<file path="src/fixed_frequency_sequencer_map.vh">
// Purpose: constants for the fixed-frequency sequencer
// Assumes: 32-bit AHB-Lite register words, byte addresses below
// Notes:   included by the main design file and the bench
`ifndef FIXED_FREQUENCY_SEQUENCER_MAP_VH
`define FIXED_FREQUENCY_SEQUENCER_MAP_VH

// ****************************************************************
// register byte offsets
// ****************************************************************
`define SEQ_ADDR_MODE        8'h00
`define SEQ_ADDR_DIRECTION   8'h04
`define SEQ_ADDR_INPUT_SEL   8'h08
`define SEQ_ADDR_STATUS      8'h0c
`define SEQ_ADDR_RT_FIRST    8'h10
`define SEQ_ADDR_RT_LAST     8'h2c
`define SEQ_RT_INDEX_BIAS    3'h4

// ****************************************************************
// fields and reset values
// ****************************************************************
`define SEQ_MODE_OFF         3'h0
`define SEQ_MODE_ONCE        3'h1
`define SEQ_MODE_CONT        3'h2
`define SEQ_MODE_ONCE_STEP   3'h3
`define SEQ_MODE_CONT_STEP   3'h4
`define SEQ_MODE_RESET       3'h0
`define SEQ_DIR_RESET        8'h00
`define SEQ_SEL_RESET        3'h0
`define SEQ_SEL_NONE         3'h0
`define SEQ_SEL_START_LSB    0
`define SEQ_SEL_PAUSE_LSB    4
`define SEQ_RT_RESET         10'h000
`define SEQ_RT_MAX           10'h3e8
`define SEQ_ST_RUNNING       0
`define SEQ_ST_PAUSED        1
`define SEQ_ST_STOPPING      2
`define SEQ_ST_DONE          3
`define SEQ_ST_STEP_LSB      4
`define SEQ_ST_REVERSE       7
`define SEQ_ST_START         8

// ****************************************************************
// timing
// ****************************************************************
`define SEQ_CLK_HZ           200000000
`define SEQ_SECOND_S         1
`define SEQ_TICKS_PER_SEC    (`SEQ_CLK_HZ * `SEQ_SECOND_S)

`endif

</file>
<file path="src/fixed_frequency_sequencer.v">
// Purpose: step sequencer over eight fixed-frequency setpoints
// Assumes: inputs synchronous to hclk, AHB-Lite single word transfers
// Notes:   drive outputs lag the internal state by one edge
`include "fixed_frequency_sequencer_map.vh"
module fixed_frequency_sequencer #(
    parameter TICKS_PER_SEC = `SEQ_TICKS_PER_SEC,
    parameter RT_WIDTH      = 10,
    parameter STEPS         = 8
) (
    input  wire        hclk,
    input  wire        hresetn,
    input  wire        hsel,
    input  wire [31:0] haddr,
    input  wire [1:0]  htrans,
    input  wire        hwrite,
    input  wire [2:0]  hsize,
    input  wire [31:0] hwdata,
    input  wire        hready,
    output wire        hreadyout,
    output wire        hresp,
    output wire [31:0] hrdata,
    input  wire [5:0]  digital_command_inputs,
    input  wire        ext_start_cmd,
    input  wire        output_at_zero,
    output reg         drive_run_cmd,
    output reg         stop_function,
    output reg         setpoint_from_sequencer,
    output reg  [2:0]  fixed_freq_step,
    output reg         reverse_rotation
);
    localparam ST_IDLE = 3'h0;
    localparam ST_RUN  = 3'h1;
    localparam ST_HALT = 3'h2;
    localparam ST_DONE = 3'h3;
    localparam [31:0] TICK_LAST = TICKS_PER_SEC - 1;

    // ****************************************************************
    // helpers
    // ****************************************************************
    function pick_input;
        input [5:0] di;
        input [2:0] sel;
        begin
            if (sel == `SEQ_SEL_NONE || sel > 3'h6)
                pick_input = 1'b0;
            else
                pick_input = di[sel - 3'h1];
        end
    endfunction

    // lowest active step at or above from, {found, index}
    function [3:0] first_active;
        input [7:0] mask;
        input [3:0] from;
        integer k;
        begin
            first_active = 4'h0;
            for (k = 7; k >= 0; k = k - 1) begin
                if (mask[k] && k >= from)
                    first_active = {1'b1, k[2:0]};
            end
        end
    endfunction

    function is_run_time;
        input [7:0] a;
        begin
            is_run_time = (a >= `SEQ_ADDR_RT_FIRST) && (a <= `SEQ_ADDR_RT_LAST)
                          && (a[1:0] == 2'h0);
        end
    endfunction

    // ****************************************************************
    // bus slave
    // ****************************************************************
    reg        dp_valid_reg;
    reg        dp_write_reg;
    reg [7:0]  dp_addr_reg;
    reg        rd_wait_reg;
    reg [31:0] hrdata_reg;
    reg [2:0]  mode_reg;
    reg [7:0]  direction_reg;
    reg [2:0]  start_sel_reg;
    reg [2:0]  pause_sel_reg;
    reg [7:0]  active_mask_reg;
    reg [2:0]  step_reg;
    wire [RT_WIDTH-1:0] bus_rt;
    wire [RT_WIDTH-1:0] step_rt;
    wire [31:0] status_word;
    wire        wr_phase = dp_valid_reg && dp_write_reg;
    wire        dp_is_rt = is_run_time(dp_addr_reg);
    wire [2:0]  dp_rt_idx = dp_addr_reg[4:2] - `SEQ_RT_INDEX_BIAS;
    wire [15:0] wr_low = hwdata[15:0];
    // oversized run times saturate rather than wrap
    wire [RT_WIDTH-1:0] rt_clamped = ((|hwdata[31:16]) || (wr_low > {6'h00, `SEQ_RT_MAX})) ?
                                     `SEQ_RT_MAX : wr_low[RT_WIDTH-1:0];
    wire        rt_wr = wr_phase && dp_is_rt;

    // one wait state on reads so a write just before is always seen
    assign hreadyout = !(dp_valid_reg && !dp_write_reg && rd_wait_reg);
    assign hresp     = 1'b0;
    assign hrdata    = dp_is_rt ? {{(32-RT_WIDTH){1'b0}}, bus_rt} : hrdata_reg;

    always @(posedge hclk or negedge hresetn) begin
        if (!hresetn) begin
            dp_valid_reg <= 1'b0;
            dp_write_reg <= 1'b0;
            dp_addr_reg  <= 8'h00;
            rd_wait_reg  <= 1'b0;
            hrdata_reg   <= 32'h0000_0000;
        end else begin
            if (hready) begin
                dp_valid_reg <= hsel && htrans[1];
                dp_write_reg <= hwrite;
                dp_addr_reg  <= haddr[7:0];
                rd_wait_reg  <= hsel && htrans[1] && !hwrite;
            end else begin
                rd_wait_reg  <= 1'b0;
            end
            if (rd_wait_reg) begin
                case (dp_addr_reg)
                    `SEQ_ADDR_MODE:      hrdata_reg <= {29'h0, mode_reg};
                    `SEQ_ADDR_DIRECTION: hrdata_reg <= {24'h0, direction_reg};
                    `SEQ_ADDR_INPUT_SEL: hrdata_reg <= {25'h0, pause_sel_reg,
                                                        1'b0, start_sel_reg};
                    `SEQ_ADDR_STATUS:    hrdata_reg <= status_word;
                    default:             hrdata_reg <= 32'h0000_0000;
                endcase
            end
        end
    end

    always @(posedge hclk or negedge hresetn) begin
        if (!hresetn) begin
            mode_reg        <= `SEQ_MODE_RESET;
            direction_reg   <= `SEQ_DIR_RESET;
            start_sel_reg   <= `SEQ_SEL_RESET;
            pause_sel_reg   <= `SEQ_SEL_RESET;
            active_mask_reg <= 8'h00;
        end else if (wr_phase) begin
            case (dp_addr_reg)
                `SEQ_ADDR_MODE:      mode_reg      <= hwdata[2:0];
                `SEQ_ADDR_DIRECTION: direction_reg <= hwdata[7:0];
                `SEQ_ADDR_INPUT_SEL: begin
                    start_sel_reg <= hwdata[`SEQ_SEL_START_LSB +: 3];
                    pause_sel_reg <= hwdata[`SEQ_SEL_PAUSE_LSB +: 3];
                end
                default: begin
                    if (dp_is_rt)
                        active_mask_reg[dp_rt_idx] <= (rt_clamped != `SEQ_RT_RESET);
                end
            endcase
        end
    end

    run_time_store #(
        .WIDTH     (RT_WIDTH),
        .DEPTH     (STEPS),
        .AW        (3)
    ) u_store (
        .hclk      (hclk),
        .hresetn   (hresetn),
        .wr_en     (rt_wr),
        .wr_addr   (dp_rt_idx),
        .wr_data   (rt_clamped),
        .rd_a_addr (dp_rt_idx),
        .rd_a_data (bus_rt),
        .rd_b_addr (step_reg),
        .rd_b_data (step_rt)
    );

    // ****************************************************************
    // sequence control
    // ****************************************************************
    reg  [2:0]  state_reg;
    reg  [31:0] tick_reg;
    reg  [RT_WIDTH-1:0] sec_reg;
    wire start_lvl  = pick_input(digital_command_inputs, start_sel_reg);
    wire pause_lvl  = pick_input(digital_command_inputs, pause_sel_reg);
    wire seq_en     = (mode_reg >= `SEQ_MODE_ONCE) && (mode_reg <= `SEQ_MODE_CONT_STEP);
    wire continuous = (mode_reg == `SEQ_MODE_CONT) || (mode_reg == `SEQ_MODE_CONT_STEP);
    wire stepped    = (mode_reg == `SEQ_MODE_ONCE_STEP) ||
                      (mode_reg == `SEQ_MODE_CONT_STEP);
    wire tick_end   = (tick_reg == TICK_LAST);
    wire [RT_WIDTH:0] sec_plus = {1'b0, sec_reg} + {{RT_WIDTH{1'b0}}, 1'b1};
    // compared only at a second boundary, so the store's read lag is harmless
    wire expired    = tick_end && (sec_plus >= {1'b0, step_rt});
    wire [3:0] from_next = {1'b0, step_reg} + 4'h1;
    wire [3:0] nxt_hit   = first_active(active_mask_reg, from_next);
    wire [3:0] wrap_hit  = first_active(active_mask_reg, 4'h0);

    assign status_word = {23'h0, start_lvl, direction_reg[step_reg], step_reg,
                          (state_reg == ST_DONE), (state_reg == ST_HALT),
                          (state_reg == ST_RUN) && pause_lvl,
                          (state_reg == ST_RUN) || (state_reg == ST_HALT)};

    always @(posedge hclk or negedge hresetn) begin
        if (!hresetn) begin
            state_reg <= ST_IDLE;
            step_reg  <= 3'h0;
            tick_reg  <= 32'h0000_0000;
            sec_reg   <= {RT_WIDTH{1'b0}};
        end else begin
            case (state_reg)
                ST_IDLE: begin
                    // level start: a held input starts again once mode and start select enable it
                    if (seq_en && start_lvl) begin
                        tick_reg <= 32'h0000_0000;
                        sec_reg  <= {RT_WIDTH{1'b0}};
                        if (wrap_hit[3]) begin
                            step_reg  <= wrap_hit[2:0];
                            state_reg <= ST_RUN;
                        end else begin
                            state_reg <= ST_DONE;
                        end
                    end
                end
                ST_RUN: begin
                    if (!seq_en || !start_lvl) begin
                        state_reg <= ST_IDLE;
                    end else if (pause_lvl) begin
                        state_reg <= ST_RUN;
                    end else if (expired) begin
                        tick_reg <= 32'h0000_0000;
                        sec_reg  <= {RT_WIDTH{1'b0}};
                        if (stepped) begin
                            state_reg <= ST_HALT;
                        end else if (nxt_hit[3]) begin
                            step_reg <= nxt_hit[2:0];
                        end else if (continuous && wrap_hit[3]) begin
                            step_reg <= wrap_hit[2:0];
                        end else begin
                            state_reg <= ST_DONE;
                        end
                    end else if (tick_end) begin
                        tick_reg <= 32'h0000_0000;
                        sec_reg  <= sec_plus[RT_WIDTH-1:0];
                    end else begin
                        tick_reg <= tick_reg + 32'h0000_0001;
                    end
                end
                ST_HALT: begin
                    if (!seq_en || !start_lvl) begin
                        state_reg <= ST_IDLE;
                    end else if (output_at_zero) begin
                        if (nxt_hit[3]) begin
                            step_reg  <= nxt_hit[2:0];
                            state_reg <= ST_RUN;
                        end else if (continuous && wrap_hit[3]) begin
                            step_reg  <= wrap_hit[2:0];
                            state_reg <= ST_RUN;
                        end else begin
                            state_reg <= ST_DONE;
                        end
                    end
                end
                ST_DONE: begin
                    if (!seq_en || !start_lvl)
                        state_reg <= ST_IDLE;
                end
                default: state_reg <= ST_IDLE;
            endcase
        end
    end

    // ****************************************************************
    // drive outputs
    // ****************************************************************
    // sequencer owns the run command once enabled with a start input chosen
    wire seq_owns = seq_en && (start_sel_reg != `SEQ_SEL_NONE);
    wire seq_live = (state_reg == ST_RUN) || (state_reg == ST_HALT);

    always @(posedge hclk or negedge hresetn) begin
        if (!hresetn) begin
            drive_run_cmd           <= 1'b0;
            stop_function           <= 1'b0;
            setpoint_from_sequencer <= 1'b0;
            fixed_freq_step         <= 3'h0;
            reverse_rotation        <= 1'b0;
        end else begin
            drive_run_cmd           <= seq_owns ? (state_reg == ST_RUN) : ext_start_cmd;
            stop_function           <= seq_owns && !(state_reg == ST_RUN);
            setpoint_from_sequencer <= seq_owns && seq_live;
            fixed_freq_step         <= step_reg;
            reverse_rotation        <= direction_reg[step_reg];
        end
    end
endmodule // fixed_frequency_sequencer

</file>
<file path="src/run_time_store.v">
// Purpose: eight run-time words, one write port, two registered read ports
// Assumes: single clock, asynchronous active-low reset
// Notes:   read data appear one edge after the address
module run_time_store #(
    parameter WIDTH = 10,
    parameter DEPTH = 8,
    parameter AW    = 3
) (
    input  wire             hclk,
    input  wire             hresetn,
    input  wire             wr_en,
    input  wire [AW-1:0]    wr_addr,
    input  wire [WIDTH-1:0] wr_data,
    input  wire [AW-1:0]    rd_a_addr,
    output reg  [WIDTH-1:0] rd_a_data,
    input  wire [AW-1:0]    rd_b_addr,
    output reg  [WIDTH-1:0] rd_b_data
);
    reg [WIDTH-1:0] mem [0:DEPTH-1];
    integer i;

    // ****************************************************************
    // storage, all steps off after reset
    // ****************************************************************
    always @(posedge hclk or negedge hresetn) begin
        if (!hresetn) begin
            for (i = 0; i < DEPTH; i = i + 1) begin
                mem[i] <= {WIDTH{1'b0}};
            end
            rd_a_data <= {WIDTH{1'b0}};
            rd_b_data <= {WIDTH{1'b0}};
        end else begin
            if (wr_en) begin
                mem[wr_addr] <= wr_data;
            end
            rd_a_data <= mem[rd_a_addr];
            rd_b_data <= mem[rd_b_addr];
        end
    end
endmodule // run_time_store
</file>
<file path="config.mk">
export PLATFORM = sky130hd
export DESIGN_NAME = fixed_frequency_sequencer
export DESIGN_NICKNAME = d
export VERILOG_FILES = /design/src/fixed_frequency_sequencer.v /design/src/run_time_store.v
export VERILOG_INCLUDE_DIRS = /design/src
export SDC_FILE = /design/constraint.sdc
export NUM_CORES = 1
export LEC_CHECK = 0
export ABC_AREA = 0
export BUFFER_PORTS_ARGS = -buffer_cell sky130_fd_sc_hd__clkbuf_2
export CORE_UTILIZATION = 64
export DETAILED_ROUTE_END_ITERATION = 16
export PLACE_DENSITY = 0.86
export SYNTH_ARGS = -nofsm -noshare
export SYNTH_HDL_FRONTEND = slang
export SYNTH_SLANG_ARGS = --single-unit
export TNS_END_PERCENT = 30
</file>
<file path="constraint.sdc">
create_clock -name hclk -period 8.7 [get_ports hclk]
set_input_delay 0.87 -clock hclk [delete_from_list [all_inputs] [get_ports hclk]]
set_output_delay 0.87 -clock hclk [all_outputs]
set_load 0.02 [all_outputs]
</file>
* After elaboration in Yosys (flattened, before gate mapping)
Index checks and enable logic that the tools add are counted.
** Cells by class
- $add $sub $neg :: 6
- Multipliers :: 0
- Divide/modulo/power cells :: 0
- Magnitude comparators :: 24
- Equality and inequality tests :: 24
- Shift-type cells :: 0
- Multiplexer cells :: 78
- Bitwise logic cells :: 3
- Reductions and logical operators :: 58
** Operator list (number)
- two-way mux 32 bit :: 6
- two-way mux 10 bit :: 11
- bitwise mux 80 bit :: 1
- two-way mux 4 bit :: 16
- one-hot mux 32 bit (2 select lines) :: 1
- binary-select mux 10 bit (select 3 bit) :: 2
- two-way mux 3 bit :: 20
- one-hot mux 9 bit (4 select lines) :: 1
- adder 32 x 1 -> 32 bit (second input constant) :: 1
- equality test 32 x 28 -> 1 bit (second input constant) :: 1
- demux 10 bit (select 3 bit) :: 1
- logical AND 1 bit :: 26
- one-hot mux 10 bit (2 select lines) :: 1
- equality test 8 x 4 -> 1 bit (second input constant) :: 2
- greater-or-equal comparator 3 x 4 -> 1 bit (first input constant) :: 4
- greater-than comparator 16 x 10 -> 1 bit (second input constant) :: 1
- < comparator 3 x 4 -> 1 bit (second input constant) :: 4
- != test 2 bit (second input constant) :: 8
- OR reduction 16 bit :: 1
- equality test 3 x 2 -> 1 bit (second input constant) :: 4
- one-hot mux 3 bit (4 select lines) :: 1
- adder 10 x 1 -> 11 bit (second input constant) :: 1
- greater-or-equal comparator 11 x 10 -> 1 bit :: 1
- nonzero test 10 bit :: 1
- 43 further kinds :: 77
** Storage, ports and cells
- Flip-flop bits (word level) :: 223
- Latch bits :: 0
- RAM bits :: 0
- ROM bits :: 0
- Input bits :: 82
- Output and inout port bits :: 41
- Logic and storage cells :: 222
- Memories :: 0

* Logic depth before layout (Yosys ltp)
- Depth in word-level cells :: 17
- Mapped depth :: 14
- Depth with buffers taken out :: 13

* Cells and area by module
A second synthesis with hierarchy kept.
** Unflattened totals
- Cell total of the unflattened synthesis :: 946
- Area, all modules :: 11174.5 sq um
** By module, submodules not included
- fixed_frequency_sequencer :: instances 1, cells each 681, area an instance 6307.3 sq um
- run_time_store :: instances 1, cells each 265, area an instance 4867.2 sq um

* Worst setup path before layout
OpenSTA, ideal clock, no wires.
- Path type :: register to register
- From :: register step_reg[0]
- To :: register state_reg[1]
- Setup time :: 0.125 ns
- Arrival :: 2.993 ns
- Required time :: 8.575 ns
- Path slack :: 5.582 ns
- Cell stages (with the launch flop) :: 12
- Cell sequence :: dfrtp_1 > buf_2 > buf_1 > inv_1 > ha_1 > a2bb2oi_1 > o221ai_1 > nand3_1 > nor3_1 > o211ai_1 > a21oi_1 > mux2_2
** On the way
- Longest elaborated chain between the ends :: 15
** Ends and longest elaborated chain
- from (decl) :: line fixed_frequency_sequencer.v:86 : reg [2:0] step_reg;
- from (signal assigned) :: line fixed_frequency_sequencer.v:211 : step_reg <= wrap_hit[2:0];
- from (signal assigned) :: line fixed_frequency_sequencer.v:229 : step_reg <= nxt_hit[2:0];
- from (signal assigned) :: line fixed_frequency_sequencer.v:231 : step_reg <= wrap_hit[2:0];
- adder 3 x 1 -> 4 bit * :: line fixed_frequency_sequencer.v:188 : wire [3:0] from_next = {1'b0, step_reg} + 4'h1;
- greater-or-equal comparator 3 x 4 -> 1 bit :: line fixed_frequency_sequencer.v:59 : if (mask[k] && k >= from)
- logical AND 1 bit :: line fixed_frequency_sequencer.v:59
- two-way mux 4 bit (7 in series) :: line fixed_frequency_sequencer.v:59
- two-way mux 4 bit * :: line fixed_frequency_sequencer.v:59
- two-way mux 2 bit :: line fixed_frequency_sequencer.v:246 : if (nxt_hit[3]) begin
- two-way mux 3 bit :: line fixed_frequency_sequencer.v:245 : end else if (output_at_zero) begin
- two-way mux 3 bit :: line fixed_frequency_sequencer.v:243 : if (!seq_en || !start_lvl) begin
- one-hot mux 3 bit (4 select lines) :: line fixed_frequency_sequencer.v:204 : case (state_reg)
- to (signal assigned) :: line fixed_frequency_sequencer.v:244 : state_reg <= ST_IDLE;
- to (signal assigned) :: line fixed_frequency_sequencer.v:248 : state_reg <= ST_RUN;
- to (signal assigned) :: line fixed_frequency_sequencer.v:251 : state_reg <= ST_RUN;
- to (decl) :: line fixed_frequency_sequencer.v:175 : reg [2:0] state_reg;
Mark *: on every way between the ends. The rest lies on a longest branch, timed or not. The select of a mux whose other input is x is not followed.
A chain may end at the register's enable or synchronous reset.

* Final worst setup path
- From :: register step_reg[0]
- To :: register step_reg[2]
** On the way
- Longest elaborated chain between the ends :: 17
** Ends and longest elaborated chain
- adder 3 x 1 -> 4 bit * :: line fixed_frequency_sequencer.v:188
- greater-or-equal comparator 3 x 4 -> 1 bit :: line fixed_frequency_sequencer.v:59
- logical AND 1 bit :: line fixed_frequency_sequencer.v:59
- two-way mux 4 bit (7 in series) :: line fixed_frequency_sequencer.v:59
- two-way mux 4 bit * :: line fixed_frequency_sequencer.v:59
- two-way mux 3 bit * :: line fixed_frequency_sequencer.v:228 : end else if (nxt_hit[3]) begin
- two-way mux 3 bit :: line fixed_frequency_sequencer.v:226 : if (stepped) begin
- two-way mux 3 bit :: line fixed_frequency_sequencer.v:223 : end else if (expired) begin
- two-way mux 3 bit :: line fixed_frequency_sequencer.v:221 : end else if (pause_lvl) begin
- two-way mux 3 bit :: line fixed_frequency_sequencer.v:219 : if (!seq_en || !start_lvl) begin
- one-hot mux 3 bit (3 select lines) * :: line fixed_frequency_sequencer.v:204
Marks and branches as above.

==> results.sh <==
export IMPL_outcome="complete, no violations"
export IMPL_netlist_instances=1041
export IMPL_place_gp_congestion=0.871
export IMPL_clk_path_buf_depth=2
export IMPL_hold_viol_final=0
export IMPL_required_ns=9.03
export IMPL_mostFrequentLayoutCell="dfrtp_1"
export IMPL_max_freq_mhz=290
export IMPL_antenna_found_initial=0
export IMPL_reg2reg_slack_ns=5.25
export IMPL_grt_pass1_wl_um=42400
export IMPL_synthXorXnorAreaFrac_pct=1.39
export IMPL_drtIter0Drc=705
export IMPL_final_setup_tns_ns=0
export IMPL_final_cell_mix="dfrtp_1 (198), nand2_1 (177), o21ai_0 (137), clkbuf_2 (70), mux2_2 (54)"
export IMPL_syn_area_um2=10700
export IMPL_grt_pass1_vias=8435
export IMPL_ys_warn_count=0
export IMPL_synthAdderAreaFrac_pct=3.04
export IMPL_leakagePower_nw=5.21
export IMPL_drtPass1Iterations=6
export IMPL_ys_flop_type="dfrtp_1"
export IMPL_rsz0062_at_grt="false"
export IMPL_clockRootBuffer="clkbuf_16"
export IMPL_clk_pin_slew_ns=0.08
export IMPL_cts_buffers=17
export IMPL_diodes=0
export IMPL_synth_edff_count=0
export IMPL_drc=0
export IMPL_synth_simple_area_share_pct=15.8
export IMPL_layoutNonFillerInstCount=1314
export IMPL_async_reset_ff_share_pct=100
export IMPL_area_delta_synth_final_pct=9.22
export IMPL_syn_avg_cell_area_um2=10.3
export IMPL_hold_buffers=0
export IMPL_pin_count=123
export IMPL_insertion_delay_ns=0.44
export IMPL_nFillCells=1108
export IMPL_die_w_um=131
export IMPL_overflow=0
export IMPL_synth_compound_area_share_pct=12.2
export IMPL_wl_per_cell_um=19.5
export IMPL_ys_ff_latch=199
export IMPL_coreArea_um2=16100
export IMPL_placed_cells=1283
export IMPL_rows=46
export IMPL_slew_viol_final=0
export IMPL_ir_drop_mv=0.168
export IMPL_endpoint_kind="flip-flop"
export IMPL_hp_class="reg2reg"
export IMPL_dieArea_um2=17300
export IMPL_postCtsSetupBuffers=0
export IMPL_htree_num_levels=4
export IMPL_total_power_mw=2.55
export IMPL_clkSinkCount=199
export IMPL_port_buffers=71
export IMPL_vias=8316
export IMPL_ys_seq_area_share_pct=46.5
export IMPL_post_cts_resized=0
export IMPL_cts_tree="yes"
export IMPL_die_h_um=131
export IMPL_grt_usage_pct=31.4
export IMPL_drive_gt1_share_pct=20.3
export IMPL_worstPathArrival_ns=3.78
export IMPL_initial_core_util_pct=66.5
export IMPL_synth_cell_types=63
export IMPL_fin_worst_skew_ns=0.00899
export IMPL_maxSlewHeadroom_pct=29.6
export IMPL_antenna_left=0
export IMPL_path_class="reg2reg"
export IMPL_setup_viol=0
export IMPL_num_nets_final=1194
export IMPL_grt_max_degree=115
export IMPL_via_per_inst=6.33
export IMPL_power_density_nw_per_um2=218
export IMPL_tightest_slew_ns=1.06
export IMPL_fin_hold_ws_ns=0.483
export IMPL_synth_top_family_by_area="multiplexers"
export IMPL_start_kind="flip-flop"
export IMPL_fin_crit_ns=3.45
export IMPL_fin_crit_sh_pct=39.7
export IMPL_hpwl_um=16800
export IMPL_drv_cap=0
export IMPL_drt_total_wl_um=25600
export IMPL_cp_max_fo=30
export IMPL_largest_reg_flops=80
export IMPL_muxShareOfSynthArea_pct=16.0
-- path summary, 6_finish.rpt --
kind / start / depth (start not counted) / to
worst max-delay path: step_reg[0]$_DFFE_PN0P_ / 9 / step_reg[2]$_DFFE_PN0P_
min in group asynchronous: hresetn / 1 / tick_reg[0]$_DFFE_PN0P_
worst max register to register: step_reg[0]$_DFFE_PN0P_ / 9 / step_reg[2]$_DFFE_PN0P_
worst min register to register: tick_reg[6]$_DFFE_PN0P_ / 1 / tick_reg[6]$_DFFE_PN0P_
max in group asynchronous: hresetn / 2 / u_store.mem[71]$_DFFE_PN0P_
worst min-delay path: tick_reg[6]$_DFFE_PN0P_ / 1 / tick_reg[6]$_DFFE_PN0P_
-- worst max-delay path: stages, from the launching register on --
cell and delay [ns]:
dfrtp_1 0.34, buf_4 0.47, ha_1 0.37, a21boi_0 0.39, a21oi_1 0.22, o21ai_0 0.34, nor3_1 0.14, a2111oi_0 0.40
and3_1 0.31, mux2_2 0.35
-- cell families (layout without fill, tap and decap cells) --
group / after synthesis / count (layout)
other: 1 / 23
AO/OA/AOI/OAI: 221 / 221
XOR/XNOR: 17 / 17
adder cells (fa/ha/maj): 26 / 26
flip-flops: 199 / 199
AND/OR/NAND/NOR: 355 / 355
buffers and inverters: 116 / 151
multiplexers: 106 / 106
-- stage by stage --
| stage | util, % | area [um2] | setup WS (ns) |
|---|---|---|---|
| 6_report | 72.6 | 11700 | 5.25 |
| 5_1_grt | 72.6 | 11700 | 4.93 |
| 4_1_cts | 72.6 | 11700 | 5.26 |
| 3_5_place_dp | 69.0 | 11100 | 5.13 |
| 3_3_place_gp | 69.0 | 11100 | 5.17 |
| 2_1_floorplan | - | 10800 | 5.58 |
-- layer usage --
layer / routed length, um / global-route usage, %
met1: 10400 / 40.9
met2: 12700 / 52.0
met3: 1790 / 6.10
met4: 670 / 12.7
met5: 0 / 0
-- cells in the mapped netlist (7+ instances only) --
library cell | n | area (um2)
ha_1 | 26 | 325
xnor2_1 | 9 | 78.8
buf_4 | 25 | 188
clkbuf_1 | 39 | 146
o21ai_0 | 137 | 686
nor2_1 | 43 | 161
dfrtp_1 | 199 | 4980
o211ai_1 | 7 | 52.6
nand3_1 | 28 | 140
mux4_2 | 47 | 1060
mux2_2 | 54 | 608
a21oi_1 | 21 | 105
or4_1 | 11 | 82.6
nor2b_1 | 7 | 43.8
buf_1 | 9 | 33.8
nand4_1 | 26 | 163
nand2_1 | 177 | 664
o31ai_1 | 10 | 75.1
xor2_1 | 8 | 70.1
nor3_1 | 9 | 45.0
and3_1 | 11 | 68.8
nor4_1 | 11 | 68.8
nand2b_1 | 11 | 68.8
inv_1 | 40 | 150
-- cell type report --
| type | count | area (um2) | share of cell area [%] |
|---|---|---|---|
| flip-flops and latches | 199 | 4980 | 42.6 |
| well taps | 216 | 270 | 2.31 |
| clock inverters | 14 | 161 | 1.38 |
| inverters | 41 | 154 | 1.32 |
| repair buffers | 79 | 424 | 3.63 |
| multi-input cells | 748 | 5280 | 45.2 |
| clock buffers | 17 | 425 | 3.64 |
-- power by group --
group / leakage [nW] / switching, mW / internal [mW]
combinational: 2.77 / 0.420 / 0.260
sequential: 2.16 / 0.0631 / 1.01
clock: 0.282 / 0.382 / 0.409
total: 5.21 / 0.865 / 1.68
Note: power is estimated with default switching activity, not from simulation.
